File: config.mk
export PLATFORM = sky130hd
export DESIGN_NAME = srp_port
export DESIGN_NICKNAME = d
export VERILOG_FILES = /design/src/common/srp_pkg.sv /design/src/verilog/srp_port.sv
export SDC_FILE = /design/constraint.sdc
export NUM_CORES = 1
export LEC_CHECK = 0
export ABC_CLOCK_PERIOD_IN_PS = 2000
export BUFFER_PORTS_ARGS = -buffer_cell sky130_fd_sc_hd__buf_2
export CORE_ASPECT_RATIO = 0.7
export CORE_MARGIN = 3
export CORE_UTILIZATION = 25
export CTS_CLUSTER_SIZE = 12
export DETAILED_ROUTE_END_ITERATION = 6
export PLACE_DENSITY = 0.42
export SLEW_MARGIN = 20
export SYNTH_ARGS = -nofsm -noshare
export SYNTH_HDL_FRONTEND = slang
export SYNTH_SLANG_ARGS = --single-unit
File: constraint.sdc
create_clock -name clk -period 2 [get_ports clk]
set_input_delay 0.2 -clock clk [delete_from_list [all_inputs] [get_ports clk]]
set_output_delay 0.2 -clock clk [all_outputs]
set_load 0.1 [all_outputs]
File: src/common/srp_pkg.sv
// constants, register map and helpers for the serial register port
// assumes one 100 MHz system clock shared by every user of this package
package srp_pkg;

   // command byte layout
   localparam int           CMD_WRITE_BIT  = 7;
   localparam int           BYTE_BITS      = 8;
   localparam logic [2:0]   LAST_BIT_IDX   = 3'h7;

   // register map
   localparam logic [6:0]   ADDR_OPERATING_CONTROL        = 7'h13;
   localparam logic [6:0]   ADDR_INTERRUPT_ENABLE_MASK    = 7'h18;
   localparam logic [6:0]   ADDR_INTERRUPT_FLAGS          = 7'h19;
   localparam logic [6:0]   ADDR_FLAGS_READ_WITH_CLEAR    = 7'h1A;

   localparam int           FLAG_W          = 24;
   localparam int           SOFT_RESET_BIT  = 6;
   localparam int           RESET_FLAG_BIT  = 19;

   // values after reset, and the mask of the reset-event flag
   localparam logic [23:0]  MASK_RESET      = 24'h000000;
   localparam logic [23:0]  FLAGS_RESET     = 24'h000000;
   localparam logic [7:0]   OPCTL_RESET     = 8'h00;
   localparam logic [23:0]  RESET_FLAG_MASK = 24'h080000;

   // host-side spacing, in time and in system clock cycles
   localparam int           CLK_PERIOD_NS   = 10;
   localparam int           BYTE_GAP_NS     = 900;
   localparam int           BYTE_GAP_CYC    = (BYTE_GAP_NS + CLK_PERIOD_NS - 1) / CLK_PERIOD_NS;
   localparam int           WR_TO_RD_NS     = 1100;
   localparam int           WR_TO_RD_CYC    = (WR_TO_RD_NS + CLK_PERIOD_NS - 1) / CLK_PERIOD_NS;

   typedef enum logic [1:0] {
      SRP_CMD = 2'h0,
      SRP_WR  = 2'h1,
      SRP_RD  = 2'h2
   } srp_phase_e;

   // data bytes carried by a transfer to this address
   function automatic logic [1:0] srp_reg_bytes(input logic [6:0] a);
      if (a == ADDR_INTERRUPT_ENABLE_MASK || a == ADDR_INTERRUPT_FLAGS ||
          a == ADDR_FLAGS_READ_WITH_CLEAR) begin
         return 2'h3;
      end
      return 2'h1;
   endfunction : srp_reg_bytes

   // write one received byte into lane of a register, right justified
   function automatic logic [23:0] srp_put_byte(input logic [23:0] old,
                                                input logic [1:0]  lane,
                                                input logic [7:0]  b);
      logic [23:0] r;
      r = old;
      r[8 * lane +: 8] = b;
      return r;
   endfunction : srp_put_byte

endpackage : srp_pkg

File: src/verilog/srp_port.sv
// serial register port with interrupt request logic
// assumes sclk, din and cs_n come from pins, event_in from logic on clk
`timescale 1ns/1ps

module srp_port (
   input  wire logic                        clk,
   input  wire logic                        rst,
   input  wire logic                        sclk,
   input  wire logic                        din,
   input  wire logic                        cs_n,
   input  wire logic [srp_pkg::FLAG_W-1:0]  event_in,
   output logic                             dout,
   output logic                             dout_oe,
   output logic                             irq_n,
   output logic [7:0]                       operating_control
);
   import srp_pkg::*;

   typedef struct packed {
      logic        sclk_m;
      logic        sclk_s;
      logic        sclk_d;
      logic        din_m;
      logic        din_s;
      logic        cs_m;
      logic        cs_s;
      srp_phase_e  phase;
      logic [2:0]  bit_cnt;
      logic [1:0]  byte_cnt;
      logic [1:0]  nbytes;
      logic [6:0]  addr;
      logic [23:0] shift;
      logic        dout;
      logic        oe;
      logic [23:0] mask;
      logic [23:0] flags;
      logic [7:0]  opctl;
      logic        irq_hold;
      logic        irq_n;
      logic        boot;
   } srp_state_s;

   srp_state_s  state_reg;
   srp_state_s  state_next;

   logic        fall;
   logic        rise;
   logic [7:0]  rx_byte;
   logic        byte_end;
   logic        cmd_end;
   logic        xfer_end;
   logic        clear_flags;
   logic [1:0]  lane;
   logic [23:0] rd_value;
   logic [1:0]  cmd_bytes;

   assign fall        = state_reg.sclk_d & ~state_reg.sclk_s;
   assign rise        = ~state_reg.sclk_d & state_reg.sclk_s;
   assign rx_byte     = {state_reg.shift[6:0], state_reg.din_s};
   assign byte_end    = fall && !state_reg.cs_s && state_reg.bit_cnt == LAST_BIT_IDX;
   assign cmd_end     = byte_end && state_reg.phase == SRP_CMD;
   assign xfer_end    = byte_end && state_reg.phase != SRP_CMD &&
                        state_reg.byte_cnt == 2'(state_reg.nbytes - 2'h1);
   assign clear_flags = cmd_end && !rx_byte[CMD_WRITE_BIT] &&
                        rx_byte[6:0] == ADDR_FLAGS_READ_WITH_CLEAR;
   assign lane        = 2'(state_reg.nbytes - 2'h1 - state_reg.byte_cnt);
   assign cmd_bytes   = srp_reg_bytes(rx_byte[6:0]);

   // value of the addressed register at command end
   always_comb begin
      rd_value = 24'h000000;
      if (rx_byte[6:0] == ADDR_INTERRUPT_ENABLE_MASK) begin
         rd_value = state_reg.mask;
      end else if (rx_byte[6:0] == ADDR_INTERRUPT_FLAGS ||
                   rx_byte[6:0] == ADDR_FLAGS_READ_WITH_CLEAR) begin
         rd_value = state_reg.flags;
      end else if (rx_byte[6:0] == ADDR_OPERATING_CONTROL) begin
         rd_value = {16'h0000, state_reg.opctl};
      end
   end

   always_comb begin
      state_next = state_reg;
      // pin synchronisers
      state_next.sclk_m = sclk;
      state_next.sclk_s = state_reg.sclk_m;
      state_next.sclk_d = state_reg.sclk_s;
      state_next.din_m  = din;
      state_next.din_s  = state_reg.din_m;
      state_next.cs_m   = cs_n;
      state_next.cs_s   = state_reg.cs_m;

      // flags: clear first, then events, so a coincident event survives
      state_next.flags = clear_flags ? FLAGS_RESET : state_reg.flags;
      state_next.flags = (state_next.flags | event_in) & ~RESET_FLAG_MASK;
      state_next.flags[RESET_FLAG_BIT] = state_reg.boot;
      state_next.boot  = 1'b0;

      state_next.irq_n = ~(|(state_reg.flags & state_reg.mask)) | state_reg.irq_hold;

      // soft reset clears itself and raises the reset-event flag
      state_next.opctl[SOFT_RESET_BIT] = 1'b0;
      if (state_reg.opctl[SOFT_RESET_BIT]) begin
         state_next.boot = 1'b1;
         state_next.mask = MASK_RESET;
      end

      if (state_reg.cs_s || state_reg.opctl[SOFT_RESET_BIT]) begin
         // abort or idle: partial byte dropped, dout released
         state_next.phase    = SRP_CMD;
         state_next.bit_cnt  = 3'h0;
         state_next.byte_cnt = 2'h0;
         state_next.oe       = 1'b0;
         state_next.irq_hold = 1'b0;
      end else begin
         if (fall) begin
            state_next.bit_cnt = 3'(state_reg.bit_cnt + 3'h1);
            if (state_reg.phase != SRP_RD) begin
               state_next.shift = {state_reg.shift[22:0], state_reg.din_s};
            end
         end
         unique case (state_reg.phase)
            SRP_CMD: begin
               if (cmd_end) begin
                  state_next.addr     = rx_byte[6:0];
                  state_next.nbytes   = cmd_bytes;
                  state_next.byte_cnt = 2'h0;
                  if (rx_byte[CMD_WRITE_BIT]) begin
                     state_next.phase = SRP_WR;
                  end else begin
                     state_next.phase = SRP_RD;
                     // whole register copied, left aligned to the buffer top
                     state_next.shift = rd_value << (8 * (3 - cmd_bytes));
                     state_next.irq_hold = clear_flags;
                  end
               end
            end
            SRP_WR: begin
               if (byte_end) begin
                  state_next.byte_cnt = 2'(state_reg.byte_cnt + 2'h1);
                  // first byte lands in the top lane of the register
                  if (state_reg.addr == ADDR_INTERRUPT_ENABLE_MASK) begin
                     state_next.mask = srp_put_byte(state_reg.mask, lane, rx_byte);
                  end else if (state_reg.addr == ADDR_OPERATING_CONTROL) begin
                     state_next.opctl = rx_byte;
                  end
                  if (xfer_end) begin
                     state_next.phase = SRP_CMD;
                  end
               end
            end
            SRP_RD: begin
               if (rise) begin
                  state_next.oe    = 1'b1;
                  state_next.dout  = state_reg.shift[23];
                  state_next.shift = {state_reg.shift[22:0], 1'b0};
               end
               if (byte_end) begin
                  state_next.byte_cnt = 2'(state_reg.byte_cnt + 2'h1);
                  if (xfer_end) begin
                     state_next.phase    = SRP_CMD;
                     state_next.oe       = 1'b0;
                     state_next.irq_hold = 1'b0;
                  end
               end
            end
            default: begin
               state_next.phase = SRP_CMD;
            end
         endcase
      end
   end

   always_ff @(posedge clk) begin
      if (rst) begin
         state_reg          <= '0;
         state_reg.sclk_m   <= 1'b0;
         state_reg.cs_m     <= 1'b1;
         state_reg.cs_s     <= 1'b1;
         state_reg.phase    <= SRP_CMD;
         state_reg.nbytes   <= 2'h1;
         state_reg.mask     <= MASK_RESET;
         state_reg.flags    <= FLAGS_RESET;
         state_reg.opctl    <= OPCTL_RESET;
         state_reg.irq_n    <= 1'b1;
         state_reg.boot     <= 1'b1;
      end else begin
         state_reg <= state_next;
      end
   end

   assign dout              = state_reg.dout;
   assign dout_oe           = state_reg.oe;
   assign irq_n             = state_reg.irq_n;
   assign operating_control = state_reg.opctl;
endmodule : srp_port
# After elaboration in Yosys (flattened, before gate mapping)
# Index checks and enable logic that the tools add are counted.
# totals
ff_bits	108
input_bits	29
output_inout_bits	11
wordCells	122
# op_classes
n_addsub	6
eq_ne	17
n_shift	3
n_mux	34
bitwise_logic	13
n_reduce_logical	27
# op_table
op	n
$mux 24	11
$pmux 24 s2	1
$eq 7x5->1 const B	6
$mux 35	1
$neg 5->34	1
$shift 8x34->24 const A	1
$shiftx 8x34->24	1
$shl 24x32->24	1
$mux 26	1
$and 24x24->24	1
$bwmux 24	1
$or 24x24->24	1
$reduce_or 24->1	1
$mux 2	7
$reduce_and 3->1	4
$ne 2x2->1 const B	5
$reduce_and 5->1	2
$mux 1	8
$mux 8	1
$not 1->1	8
$pmux 2 s2	2
$logic_and 1x1->1	7
$reduce_bool 2->1	3
$reduce_or 6->1	1
17 further kinds	24

# Depth between registers and ports, before layout
# logic_depth
ltp_word	10
ltp_mapped	8
mapped_depth_nobuf	6

# Worst setup path after synthesis
# OpenSTA, ideal clock, no wires.
# synth_timing
path_kind	flip-flop to flip-flop
startpoint	register state_reg, in the netlist rx_byte[2]
endpoint	register state_reg[14] (netlist bit)
setup_ps	128
arrival_time_ps	1919
required_ps	1872
path_slack_ps	-47
stages_incl_launch_ff	8
n_path_buf	3
period_less_slack_ps	2047
cell_sequence	dfxtp_1 > buf_2 > or4b_4 > or4_1 > buf_2 > buf_6 > a21oi_2 > nor2_1
# synth_between
elab_chain_cells	4
# synth_rtl
element	line	source
start, declared	srp_port.sv:43	srp_state_s state_reg;
start signal, assigned	srp_port.sv:188	state_reg <= state_next;
$eq 7x5->1	srp_port.sv:65	rx_byte[6:0] == ADDR_FLAGS_READ_WITH_CLEAR;
$logic_and 1x1->1	srp_port.sv:64	assign clear_flags = cmd_end && !rx_byte[CMD_WRITE_BIT] &&
$mux 24	srp_port.sv:94	state_next.flags = clear_flags ? FLAGS_RESET : state_reg.flags;
$or 24x24->24	srp_port.sv:95	state_next.flags = (state_next.flags | event_in) & ~RESET_FLAG_MASK;
# No other way between the ends.
# A chain may end at the register's enable or synchronous reset.

# Final worst setup path
# layout_timing
startpoint	register state_reg[96] (netlist bit)
endpoint	register state_reg, in the netlist rx_byte[7]
# layout_between
elab_chain_cells	5
# layout_rtl
element	line	source
$eq 3x3->1	srp_port.sv:60	assign byte_end = fall && !state_reg.cs_s && state_reg.bit_cnt == LAST_BIT_IDX;
$logic_and 1x1->1	srp_port.sv:60	
$logic_and 1x1->1	srp_port.sv:61	assign cmd_end = byte_end && state_reg.phase == SRP_CMD;
$mux 35	srp_port.sv:124	if (cmd_end) begin
$pmux 24 s2	srp_port.sv:122	unique case (state_reg.phase)
# No other way between the ends. The select of a mux whose other input is x is not followed.

==> flow_summary.yaml <==
outcome:
  status: "finished clean"
pwr:
  peakVddDrop_mv: 0.350
  p_leak_nw: 2.35
  power_density_mw_per_mm2: 673
final_layout:
  diodes: 0
  largest_register_ff_count: 83
  final_nets: 661
  regArea_mm2: 0.00215
  fillCellCount: 2100
  multi_input_comb_area_mm2: 0.00296
  stdcell_count: 897
  drive_gt1_frac: 0.263
  area_delta_synth_final_pct: 23.6
  fin_util: 0.320
floorplanning:
  die_w_um: 179
  row_count: 43
  core_mm2: 0.0202
  start_util: 0.259
  fp.dieH_um: 127
  ios: 40
  die_area_mm2: 0.0227
global_route:
  busiest_layer: "met1"
  grt_antenna_before_repair: 0
  grt_pass1_vias: 4443
  grt_max_degree: 37
  use_met1: 0.234
  met3_usage: 0.0359
  use_met2: 0.220
  grt_overflow: 0
  grt_pass1_wl_um: 26500
  grt_util_all_layers: 0.154
yosys:
  synth_fp_nets: 605
  yosys_warnings: 0
  yosysTopAreaCell: "dfxtp_1"
  synthFlopType: "dfxtp_1"
  ys_seq_area_frac: 0.410
  avgSynthCellArea_um2: 9.21
  synth-edff-count: 0
  synthCells: 567
  yosys.area.top_type_share: 0.410
  yosys-top-cells-area: "dfxtp_1, mux2i_1, nor2_1, a21oi_2, o2bb2ai_1"
  syn-cell-area_mm2: 0.00522
  ys_types: 58
  synth-seq-cells: 107
  synth-async-reset-ratio: 0
setup_path:
  crit_top_cell: "ha_4"
  crit_buf_inv: 2
  slowest_stage: "dfxtp_2"
  cp-start-kind: "flop"
  cp_cell_sequence: "ha_4, ha_4, nand4bb_4, buf_12, nor4b_2, buf_4, o21ai_1, a221oi_1"
  crit_cells: 8
  crit_family: "simple AND/OR/NAND/NOR gates"
  worst_path_largest_cell_delay_ns: 0.37
  critPathKind: "reg2reg"
  reg2reg_depth: 8
  end_kind: "flop"
  critical_path_required_ns: 2.24
  path_max_fanout: 8
  crit_arrival_ns: 2.21
timing:
  fmax_ghz: 0.510
  hold_viol_final: 0
  tns_ns: 0
  max_slew_margin: 0.588
  setup_ws_ns: 0.0390
  finalSetupViolations: 0
  min_period_ns: 1.96
  period_share: 0.981
  rsz0062_at_grt: "true"
  maxSlewViolCount: 0
  tightest_slew_ns: 0.616
  clock_skew_ns: 0.0113
  whs_ns: 0.0299
route:
  drc: 0
  ant_nets: 0
  first_pass_iters: 4
  vias: 4592
  drt_wl_total_um: 17800
  vias_per_cell: 5.12
  wl_per_cell_um: 19.9
  drtIter0Drc: 290
clock_network:
  insertion_delay_ns: 0.36
  tritoncts: "built"
  numCtsBuffers: 9
  clk_pin_slew_ns: 0.07
  cts_root_buffer: "clkbuf_16"
  cts.path.max_buffers: 2
  cts_max_level: 3
  cts.sinks: 107
worst_hold_path:
  min_path_cells: 2
  hp-class: "in2reg"
placed_design:
  placedCellCount: 876
  place.gp.congestion: 0.837
  place_ws_ns: -0.180
  hpwl_um: 13100
  numPortBuffers: 38
job:
  cap_violations: 0
[routing by layer]
metal	routed length [µm]	part of all wire
met1	9370	0.53
met2	7410	0.42
met3	874	0.049
met4	180	0.010
met5	0	0
[report_power, final]
part,internal (W),total [W],switching (W),leakage [nW]
sequential,0.00218,0.00224,0.0000614,0.874
combinational,0.000115,0.000278,0.000163,1.33
clock,0.000983,0.00183,0.000849,0.144
total,0.00327,0.00435,0.00107,2.35
[cell usage in the layout, fill, tap and decap left out, types with 20 or more instances in the layout]
cell type / instances
a21oi_1: 28
nand2_1: 23
a22oi_1: 22
buf_4: 49
buf_2: 38
a21oi_2: 20
dfxtp_1: 103
nor2_1: 62
nand3b_1: 20
mux2i_1: 45
[worst register-to-register path, stage by stage, from the launching register on]
cell,delay (ns)
dfxtp_2,0.37
ha_4,0.15
ha_4,0.14
nand4bb_4,0.17
buf_12,0.20
nor4b_2,0.26
buf_4,0.18
o21ai_1,0.09
a221oi_1,0.30
[Yosys cell counts, drive strengths merged (6+ instances only)]
cell type and instances:
clkbuf 28, nor2 63, nand4 6, a21oi 48
dfxtp 107, a32oi 9, o211ai 7, o21ai 16
nor2b 12, a22o 15, nand3b 20, ha 9
nand2 23, o2bb2ai 19, inv 15, a22oi 22
a221oi 7, mux2i 45, nand3 7, buf 21
nor3 6
[through the flow]
step / power [W] / instance area (µm²)
floorplan: 0.00242 / 5240
global placement: 0.00255 / 5940
detailed placement: 0.00256 / 5940
CTS: 0.00438 / 6270
global route: 0.00448 / 6460
finish: 0.00435 / 6460
[worst paths after layout]
kind	start	endpoint	slack, ns
hold / removal	cs_n	state_next[101]$_SDFF_PP1_	0.03
hold reg to reg	state_next[101]$_SDFF_PP1_	state_reg[101]$_SDFF_PP1_	0.42
setup reg to reg	state_reg[96]$_SDFFE_PP0N_	rx_byte[7]$_SDFFE_PP0N_	0.04
setup / recovery	state_reg[96]$_SDFFE_PP0N_	rx_byte[7]$_SDFFE_PP0N_	0.04
[area by class of cell]
| type | instances | share of cell area |
|---|---|---|
| Multi-Input combinational cell | 397 | 0.458 |
| Sequential cell | 107 | 0.332 |
| Timing Repair Buffer | 93 | 0.102 |
| Tap cell | 270 | 0.0523 |
| Clock buffer | 9 | 0.0349 |
| Clock inverter | 6 | 0.0116 |
| Inverter | 15 | 0.00872 |
[what timing repair did]
item | in CTS | in global routing
hold buffers | 0 | 0
resized for setup | 8 | 34
setup buffers | 0 | 5
pin swaps | 5 | 4
cloned | 0 | 1
setup endpoints to repair | 67 | 70
[kinds of logic (layout without fill, tap and decap cells)]
kind of cell               count (synthesis)  in the layout  share of synthesized area
AOI/OAI and AO/OA                        161            161                      0.229
xor gates and xnor gates                   2              2                    0.00335
adders and majority gates                 10             10                     0.0235
buffers and inverters                     64            123                     0.0556
DFF                                      107            107                      0.410
muxes                                     45             45                     0.0862
and+or+nand+nor                          178            179                      0.193
No activity file was read; power rests on OpenSTA's default activity.
